[config.mk]
export PLATFORM = sky130hd
export DESIGN_NAME = lrmex_unit
export DESIGN_NICKNAME = d
export VERILOG_FILES = /design/src/verilog/lrmex_pkg.sv /design/src/verilog/lrmex_unit.sv
export VERILOG_INCLUDE_DIRS = /design/src /design/src/verilog
export SDC_FILE = /design/constraint.sdc
export NUM_CORES = 1
export LEC_CHECK = 0
export BUFFER_PORTS_ARGS = -buffer_cell sky130_fd_sc_hd__buf_2
export CORE_MARGIN = 1
export CORE_UTILIZATION = 50
export CTS_CLUSTER_DIAMETER = 80
export DETAILED_ROUTE_END_ITERATION = 10
export HOLD_SLACK_MARGIN = 0.08
export PLACE_DENSITY = 0.76
export SLEW_MARGIN = 15
export SYNTH_ARGS = -nofsm -noshare
export SYNTH_HDL_FRONTEND = slang
export SYNTH_SLANG_ARGS = --single-unit
export TNS_END_PERCENT = 100
[constraint.sdc]
create_clock -name i_clk -period 0.8 [get_ports i_clk]
set_clock_uncertainty 0.1 [all_clocks]
set_input_delay 0.08 -clock i_clk [delete_from_list [all_inputs] [get_ports i_clk]]
set_output_delay 0.08 -clock i_clk [all_outputs]
set_load 0.02 [all_outputs]
[src/verilog/lrmex_consts.svh]
// Constants for the logic, rotate and multiply-accumulate execution unit.
// Assumes inclusion by bare name from the design files.
`ifndef LRMEX_CONSTS_SVH
`define LRMEX_CONSTS_SVH
`define LRMEX_WORD_W 32
`define LRMEX_SUM_W 33
`define LRMEX_FIELD_W 5
`define LRMEX_IMM_W 16
`define LRMEX_SAT_MIN 32'h80000000
`define LRMEX_SAT_MAX 32'h7FFFFFFF
`define LRMEX_ZERO_WORD 32'h00000000
`define LRMEX_ZERO_HALF 16'h0000
`define LRMEX_INS_BASE 6'h20
`define LRMEX_CR_LT 0
`define LRMEX_CR_GT 1
`define LRMEX_CR_EQ 2
`define LRMEX_CR_SO 3
`endif

[src/verilog/lrmex_pkg.sv]
// Types shared by the execution unit.
// Assumes the constants header is on the include path.
`include "lrmex_consts.svh"
package lrmex_pkg;
  typedef enum logic [3:0] {
    LRMEX_OP_NMAC_SAT,
    LRMEX_OP_NOR,
    LRMEX_OP_OR,
    LRMEX_OP_ORC,
    LRMEX_OP_ORI,
    LRMEX_OP_ORIS,
    LRMEX_OP_ROT_INS,
    LRMEX_OP_ROT_AND,
    LRMEX_OP_INS_LEFT,
    LRMEX_OP_RET_CRIT,
    LRMEX_OP_RET_INT
  } lrmex_op_t;

  typedef struct packed {
    lrmex_op_t op;
    logic record_bit;
    logic overflow_enable;
    logic [4:0] shift_amount_field;
    logic [4:0] mask_begin_field;
    logic [4:0] mask_end_field;
    logic [15:0] immediate_field;
    logic [4:0] ins_length;
  } lrmex_cmd_t;

  typedef struct packed {
    logic [31:0] target_register;
    logic [31:0] first_operand_register;
    logic [31:0] second_operand_register;
    logic [31:0] source_register;
  } lrmex_opnd_t;

  typedef struct packed {
    logic [31:0] save_restore_pc;
    logic [31:0] save_restore_state;
    logic [31:0] critical_save_restore_pc;
    logic [31:0] critical_save_restore_state;
  } lrmex_save_t;
endpackage

[src/verilog/lrmex_unit.sv]
// Execution datapath for the logic, rotate, negative multiply-accumulate and
// return-from-interrupt group. Assumes the decoder presents one command per
// valid cycle with operands already read; results appear one cycle later.
`timescale 1ns/1ns
`include "lrmex_consts.svh"
module lrmex_unit
  import lrmex_pkg::*;
#(
  parameter int WORD_W = `LRMEX_WORD_W
) (
  input wire logic i_clk,
  input wire logic i_rst_b,
  input wire logic i_valid,
  input wire lrmex_cmd_t i_cmd,
  input wire lrmex_opnd_t i_opnd,
  input wire lrmex_save_t i_save,
  input wire logic i_privileged,
  input wire logic i_summary_overflow,
  output logic o_valid,
  output logic [31:0] o_result,
  output logic o_result_we,
  output logic [3:0] o_condition_field_zero,
  output logic o_condition_we,
  output logic o_overflow_flag,
  output logic o_summary_overflow,
  output logic o_overflow_we,
  output logic [31:0] o_next_pc,
  output logic [31:0] o_machine_state_register,
  output logic o_return_we,
  output logic o_context_sync,
  output logic o_privilege_fault,
  output logic o_nop
);

  // ********************************************************
  // Mask and rotate helpers
  // ********************************************************
  // Fields count bit 0 as the most significant bit, so index 31-k holds bit k.
  function automatic logic [31:0] make_mask(input logic [4:0] mb, input logic [4:0] me);
    logic [31:0] m;
    m = `LRMEX_ZERO_WORD;
    for (int k = 0; k < 32; k++) begin
      if (mb <= me) begin
        m[31-k] = (k >= int'(mb)) && (k <= int'(me));
      end else begin
        m[31-k] = (k >= int'(mb)) || (k <= int'(me));
      end
    end
    return m;
  endfunction

  function automatic logic [31:0] rotl(input logic [31:0] v, input logic [4:0] n);
    logic [63:0] d;
    d = {v, v} << n;
    return d[63:32];
  endfunction

  // ********************************************************
  // Combinational datapath
  // ********************************************************
  logic [31:0] next_result;
  logic next_result_we;
  logic next_ovf;
  logic [32:0] mac_sum;
  logic [31:0] mac_prod;
  logic [31:0] rot_mask;
  logic [31:0] rot_data;
  logic [4:0] eff_sh;
  logic [4:0] eff_mb;
  logic [4:0] eff_me;
  logic is_return;
  logic next_nop;

  always_comb begin
    logic signed [31:0] p;
    logic [5:0] ins_sh;
    ins_sh = `LRMEX_INS_BASE - {1'b0, i_cmd.mask_begin_field};
    p = $signed(i_opnd.first_operand_register[15:0])
      * $signed(i_opnd.second_operand_register[15:0]);
    mac_prod = -p;
    mac_sum = {mac_prod[31], mac_prod} + {i_opnd.target_register[31],
      i_opnd.target_register};
    eff_sh = i_cmd.shift_amount_field;
    eff_mb = i_cmd.mask_begin_field;
    eff_me = i_cmd.mask_end_field;
    if (i_cmd.op == LRMEX_OP_INS_LEFT) begin
      eff_sh = ins_sh[4:0];
      eff_me = i_cmd.mask_begin_field + i_cmd.ins_length - 5'h01;
    end
    rot_mask = make_mask(eff_mb, eff_me);
    rot_data = rotl(i_opnd.source_register, eff_sh);
    next_ovf = mac_sum[32] != mac_sum[31];
    next_result = `LRMEX_ZERO_WORD;
    next_result_we = 1'b1;
    is_return = 1'b0;
    unique case (i_cmd.op)
      LRMEX_OP_NMAC_SAT: begin
        if (!next_ovf) begin
          next_result = mac_sum[31:0];
        end else if (mac_sum[32]) begin
          next_result = `LRMEX_SAT_MIN;
        end else begin
          next_result = `LRMEX_SAT_MAX;
        end
      end
      LRMEX_OP_NOR: next_result = ~(i_opnd.source_register
        | i_opnd.second_operand_register);
      LRMEX_OP_OR: next_result = i_opnd.source_register
        | i_opnd.second_operand_register;
      LRMEX_OP_ORC: next_result = i_opnd.source_register
        | ~i_opnd.second_operand_register;
      LRMEX_OP_ORI: next_result = i_opnd.source_register
        | {`LRMEX_ZERO_HALF, i_cmd.immediate_field};
      LRMEX_OP_ORIS: next_result = i_opnd.source_register
        | {i_cmd.immediate_field, `LRMEX_ZERO_HALF};
      LRMEX_OP_ROT_INS, LRMEX_OP_INS_LEFT: next_result = (rot_data & rot_mask)
        | (i_opnd.first_operand_register & ~rot_mask);
      LRMEX_OP_ROT_AND: next_result = rot_data & rot_mask;
      LRMEX_OP_RET_CRIT, LRMEX_OP_RET_INT: begin
        next_result_we = 1'b0;
        is_return = 1'b1;
      end
      default: next_result_we = 1'b0;
    endcase
    // The no-operation form still writes zero through the normal path; next_nop only flags it on o_nop.
    next_nop = (i_cmd.op == LRMEX_OP_ORI) && (i_cmd.immediate_field == `LRMEX_ZERO_HALF)
      && (i_opnd.source_register == `LRMEX_ZERO_WORD);
  end

  // ********************************************************
  // Result and flag registers
  // ********************************************************
  logic sets_cr;
  assign sets_cr = i_cmd.record_bit && (i_cmd.op != LRMEX_OP_ORI)
    && (i_cmd.op != LRMEX_OP_ORIS) && !is_return;

  always_ff @(posedge i_clk or negedge i_rst_b) begin
    if (!i_rst_b) begin
      o_valid <= 1'b0;
      o_result <= `LRMEX_ZERO_WORD;
      o_result_we <= 1'b0;
      o_nop <= 1'b0;
    end else begin
      o_valid <= i_valid;
      o_result <= next_result;
      o_result_we <= i_valid && next_result_we;
      o_nop <= i_valid && next_nop;
    end
  end

  always_ff @(posedge i_clk or negedge i_rst_b) begin
    if (!i_rst_b) begin
      o_overflow_flag <= 1'b0;
      o_summary_overflow <= 1'b0;
      o_overflow_we <= 1'b0;
      o_condition_field_zero <= 4'h0;
      o_condition_we <= 1'b0;
    end else begin
      o_overflow_we <= i_valid && (i_cmd.op == LRMEX_OP_NMAC_SAT)
        && i_cmd.overflow_enable;
      o_overflow_flag <= next_ovf;
      o_summary_overflow <= i_summary_overflow || (i_cmd.overflow_enable && next_ovf
        && (i_cmd.op == LRMEX_OP_NMAC_SAT));
      o_condition_we <= i_valid && sets_cr;
      o_condition_field_zero[`LRMEX_CR_LT] <= next_result[31];
      o_condition_field_zero[`LRMEX_CR_GT] <= !next_result[31]
        && (next_result != `LRMEX_ZERO_WORD);
      o_condition_field_zero[`LRMEX_CR_EQ] <= next_result == `LRMEX_ZERO_WORD;
      o_condition_field_zero[`LRMEX_CR_SO] <= i_summary_overflow || (i_cmd.overflow_enable
        && next_ovf && (i_cmd.op == LRMEX_OP_NMAC_SAT));
    end
  end

  // ********************************************************
  // Return from interrupt
  // ********************************************************
  // A refused return raises a fault and keeps o_return_we low; the pc and state outputs still load.
  always_ff @(posedge i_clk or negedge i_rst_b) begin
    if (!i_rst_b) begin
      o_next_pc <= `LRMEX_ZERO_WORD;
      o_machine_state_register <= `LRMEX_ZERO_WORD;
      o_return_we <= 1'b0;
      o_context_sync <= 1'b0;
      o_privilege_fault <= 1'b0;
    end else begin
      o_return_we <= i_valid && is_return && i_privileged;
      o_context_sync <= i_valid && is_return && i_privileged;
      o_privilege_fault <= i_valid && is_return && !i_privileged;
      if (i_cmd.op == LRMEX_OP_RET_CRIT) begin
        o_next_pc <= i_save.critical_save_restore_pc;
        o_machine_state_register <= i_save.critical_save_restore_state;
      end else begin
        o_next_pc <= i_save.save_restore_pc;
        o_machine_state_register <= i_save.save_restore_state;
      end
    end
  end
endmodule

==> results of run 1 <==
==> metrics by stage <==
| step | utilization (%) | instance area [um^2] | hold slack (ns) |
|---|---|---|---|
| after floorplan | - | 22800 | -0.316 |
| after global placement | 70.5 | 30400 | -0.138 |
| after detailed placement | 70.5 | 30400 | -0.138 |
| after CTS | 74.1 | 32000 | -0.163 |
==> Yosys cell counts, drive strengths merged, types with 6 or more instances <==
| library cell | count |
|---|---|
| a211o | 7 |
| a211oi | 23 |
| a21o | 12 |
| a21oi | 102 |
| a221oi | 31 |
| a22o | 7 |
| a22oi | 44 |
| a311oi | 7 |
| a31o | 6 |
| a31oi | 30 |
| a32oi | 11 |
| and2 | 137 |
| and3 | 16 |
| buf | 34 |
| clkbuf | 104 |
| dfrtp | 107 |
| fa | 306 |
| ha | 111 |
| inv | 409 |
| maj3 | 18 |
| mux2 | 71 |
| mux2i | 100 |
| mux4 | 6 |
| nand2 | 326 |
| nand2b | 19 |
| nand3 | 56 |
| nand4 | 20 |
| nor2 | 99 |
| nor2b | 26 |
| nor3 | 46 |
| nor4 | 17 |
| o211ai | 19 |
| o21a | 7 |
| o21ai | 62 |
| o221ai | 9 |
| o31ai | 12 |
| or2 | 7 |
| or3 | 7 |
| xnor2 | 36 |
| xor2 | 18 |
==> layer usage <==
metal | overflow | GRT usage [%]
met5 | 0 | 44.0
met3 | 0 | 66.2
met1 | 1 | 78.5
met4 | 4 | 71.6
met2 | 3 | 90.7
==> logic make-up after synthesis <==
family                     count (synthesis)
and+or+nand+nor                          793
buffers and inverters                    550
adders and majority gates                435
DFF                                      107
muxes                                    177
xor gates and xnor gates                  56
AOI/OAI and AO/OA                        442
==> what timing repair did <==
action,CTS
hold buffers,4
setup endpoints to repair,216
endpoints found under the hold margin,179
buffers inserted,38
gates cloned,1
pin swaps,90
resized for setup,252
==> impl_metrics.json, run 1 <==
{
  "hpwlAfterDp_mm": 91.1,
  "grt_max_degree": 33,
  "grt_remaining_overflow": 8,
  "yosys.area_share.xor_xnor_pct": 2.37,
  "synthMuxAreaShare_pct": 9.02,
  "synth_top_family_by_area": "adder cells",
  "synth_edf_count": 0,
  "grt-worst-endpoint": "o_condition_field_zero[1]$_DFF_PN0_/D",
  "synthesis.area_um2": 21900,
  "synth_seq_cells": 107,
  "outcome": "did not finish",
  "synth_area_per_cell_um2": 8.56,
  "worstEpCategory": "sequential cell input",
  "yosys_most_used_dff": "dfrtp_1",
  "die_width_um": 211,
  "yosys.area_share.simple_pct": 17.5,
  "synthArstFlopShare_pct": 100,
  "max-clock-path-buffers": 2,
  "synth_fp_nets": 3280,
  "antenna_found_initial": 31,
  "haltStage": "5_1_grt",
  "synth_fa_ha_area_share_pct": 35.1,
  "preCtsSetupSlack_ns": -6.57,
  "yosys_warnings": 0,
  "synth_top_area_share_pct": 28.0,
  "dpl.cell_count": 4145,
  "die_h_um": 211,
  "cts_root_buf": "clkbuf_16",
  "error_line": "[ERROR GRT-0232] Routing congestion too high. Check the congestion heatmap in the GUI.",
  "netlist-cell-type-count": 90,
  "cts.sinks": 107,
  "syn_inst": 2560,
  "cts-htree-levels": 3,
  "synth_compound_area_share_pct": 14.0,
  "port_buffers": 412,
  "start_util_pct": 50.8,
  "ios": 413,
  "row_count": 76,
  "synth.largest_area_cell": "fa_1",
  "synth_area_leaders": "fa_1 (28%), dfrtp_1 (12%), inv_1 (7.0%)",
  "yosysSeqAreaShare_pct": 12.2,
  "gr-usage-all-layers_pct": 77.4,
  "cts_buffers": 9,
  "place.gp.congestion": 1.10
}
==> inputs of run 2 (changes only) <==
Settings changed: CORE_UTILIZATION 50 to 35, CTS_CLUSTER_DIAMETER 80 to not set, HOLD_SLACK_MARGIN 0.08 to not set, PLACE_DENSITY 0.76 to not set, PLACE_DENSITY_LB_ADDON set to 0.15.
==> run 2 against run 1 <==
Against the previous run:
- the flow now finishes, with violations (hold timing, setup timing)
- synthesized cell count did not move
- synthesized area did not move
==> impl_metrics.json, run 2 <==
{
  "synthesis.area_um2": 21900,
  "hold_viol": 46,
  "antenna_found_initial": 6,
  "place.gp.congestion": 1.05,
  "cts-htree-levels": 3,
  "worstSetupStartpointType": "primary input",
  "drive_gt1_share_pct": 40.9,
  "top_regs": "o_machine_state_register: 32 flops, o_next_pc: 32 flops, o_result: 31 flops",
  "firstDrtPassIters": 6,
  "final_common_cell": "buf_4",
  "nets": 4413,
  "synthArstFlopShare_pct": 100,
  "drt_wl_total_mm": 108,
  "vdd_drop_max_uv": 6770,
  "wl_met1_mm": 43.8,
  "n_fill_cell": 5697,
  "hpwlAfterDp_mm": 91.0,
  "area_growth_pct": 55.9,
  "syn_inst": 2560,
  "via_per_inst": 5.32,
  "hold_path_depth": 2,
  "setup_viol": 216,
  "synth_area_per_cell_um2": 8.56,
  "outcome": "finished with violations",
  "maxUsedRoutingLayer": "met5",
  "dr.first_iter.drc_count": 1872,
  "finalCritPeriodShare_pct": 818,
  "coreArea_um2": 61800,
  "final_util_pct": 55.3,
  "setup_slack_ns": -5.74,
  "die-area_um2": 63600,
  "dr_total_vias": 24143,
  "yosys_most_used_dff": "dfrtp_1",
  "first_global_vias": 25295,
  "netlist-cell-type-count": 90,
  "synth.largest_area_cell": "fa_1",
  "synth_seq_cells": 107,
  "synth_most_common_cell": "inv_1",
  "violations": "hold timing, setup timing",
  "gr-usage-all-layers_pct": 33.4,
  "timing_worst_setup_path_type": "primary input to flip-flop",
  "cts_tree": "built",
  "cts_root_buf": "clkbuf_16",
  "wl_met3_mm": 8.24,
  "powerDensity_nw_per_um2": 5660,
  "worst_pin_slew_ns": 0.895,
  "die_h_um": 252,
  "slew_violations": 0,
  "wl_per_cell_um": 23.7,
  "synth_edf_count": 0,
  "multi_input_area_um2": 18300,
  "cts_buffers": 9,
  "hold_ws_ns": -0.173,
  "cts.sinks": 107,
  "fmax_ghz": 0.153,
  "grt_remaining_overflow": 0,
  "seq_area_um2": 2700,
  "period_minus_slack_ns": 6.54,
  "port_buffers": 412,
  "clk_pin_slew_ns": 0.08,
  "yosys_warnings": 0,
  "setup.worst_path.end_class": "flip-flop",
  "p_leak_nw": 16.8,
  "hp-class": "primary input to flip-flop",
  "die_width_um": 252,
  "final_cell_mix": "buf_4 (686), inv_1 (385), nand2_1 (305)",
  "power.total_mw": 193,
  "row_count": 91,
  "grt_max_degree": 37,
  "yosysSeqAreaShare_pct": 12.2,
  "start_util_pct": 35.4,
  "synth_fp_nets": 3280,
  "hp-start": "i_save[123]",
  "grt_pass1_wl_mm": 158,
  "ios": 413,
  "synthTopCellsByCount": "inv_1 (409), nand2_1 (325), fa_1 (306)",
  "drc": 0,
  "crit_required_ns": 1.02,
  "slew_headroom_pct": 38.8,
  "max-clock-path-buffers": 2,
  "rsz0062_at_grt": "true",
  "cap_violations": 0,
  "antenna_left": 0,
  "wl_met2_mm": 50.9,
  "synth_area_leaders": "fa_1 (28%), dfrtp_1 (12%), inv_1 (7.0%)",
  "holdPathEnd": "o_next_pc[27]$_DFF_PN0_",
  "cp_max_fo": 7,
  "crit_arrival_ns": 6.77,
  "synth_top_area_share_pct": 28.0
}
run 2: worst max-delay path by stage:
stage	slack [ns]	depth (start not counted)	end	from
global placement	-6.33	24	o_condition_field_zero[1]$_DFF_PN0_	i_opnd[43]
CTS	-5.73	26	o_condition_field_zero[2]$_DFF_PN0_	i_opnd[42]
finish	-5.74	27	o_condition_field_zero[2]$_DFF_PN0_	i_opnd[42]
floorplan	-6.07	26	o_condition_field_zero[1]$_DFF_PN0_	i_opnd[79]
global route	-5.96	28	o_condition_field_zero[2]$_DFF_PN0_	i_opnd[72]
detailed placement	-6.46	24	o_condition_field_zero[1]$_DFF_PN0_	i_opnd[43]
run 2: per-stage QoR:
step           hold slack, ns  worst slack (ns)  std cells  instance area [um^2]  TNS [ns]
6_report               -0.173             -5.74       4538                 34200   -259.82
5_1_grt                -0.184             -5.96       4535                 34200   -269.36
4_1_cts                -0.186             -5.73       4493                 33400   -260.74
3_5_place_dp           -0.141             -6.46       4403                 30700   -278.45
3_3_place_gp           -0.145             -6.33       4403                 30700   -275.28
2_1_floorplan          -0.316             -6.07       2560                 22800   -229.10
run 2: area by class of cell:
class | instances | area share (%)
diodes | 3 | 0.0220
clock buffers | 9 | 0.659
clock inverters | 7 | 0.231
inverters | 412 | 4.57
multi-input cells | 1903 | 53.6
flip-flops and latches | 107 | 7.90
well taps | 837 | 3.07
repair buffers | 1260 | 29.9
run 2: critical path, stage by stage:
cell,delay [ns]
buf_12,0.12
buf_12,0.12
and2_4,0.13
fa_1,0.52
inv_1,0.05
fa_1,0.46
fa_1,0.56
fa_1,0.44
fa_1,0.52
inv_1,0.05
fa_1,0.49
inv_2,0.05
ha_4,0.26
and4_4,0.24
buf_6,0.10
and3_4,0.18
o21ai_4,0.07
a2111o_1,0.42
o21a_4,0.24
xnor2_1,0.15
buf_4,0.17
buf_12,0.13
a211o_1,0.35
nor4_2,0.35
nand4_1,0.18
nor3_2,0.16
and3_1,0.17
run 2: routing by layer:
metal	GRT usage (%)	vias up
met5	0	-
met4	12.7	6
met3	6.26	208
met2	55.4	1023
met1	43.1	12126
li1	-	10780
run 2: cells by family after synthesis:
group           after synthesis  synth area share [%]
fa+ha+maj                   435                  35.1
buf+inv                     550                  9.81
simple gates                793                  17.5
xor+xnor                     56                  2.37
mux                         177                  9.02
compound gates              442                  14.0
flops                       107                  12.2
run 2: where the power goes:
| group | internal [mW] | total [mW] | switching, mW | leakage, nW |
|---|---|---|---|---|
| clock network | 2.24 | 4.74 | 2.50 | 0.149 |
| logic | 90.7 | 181 | 90.3 | 15.4 |
| registers | 6.44 | 7.58 | 1.15 | 1.27 |
| total | 99.3 | 193 | 93.9 | 16.8 |
run 2: repair_timing:
action / 4_1_cts / 5_1_grt
gates cloned: 4 / 0
hold buffers: 46 / 15
hold endpoints to repair: 179 / 50
endpoints found under the setup margin: 215 / 215
setup buffers: 28 / 31
pin swaps: 88 / 73
gates resized for setup: 461 / 112
Note: power is estimated with default switching activity, not from simulation.
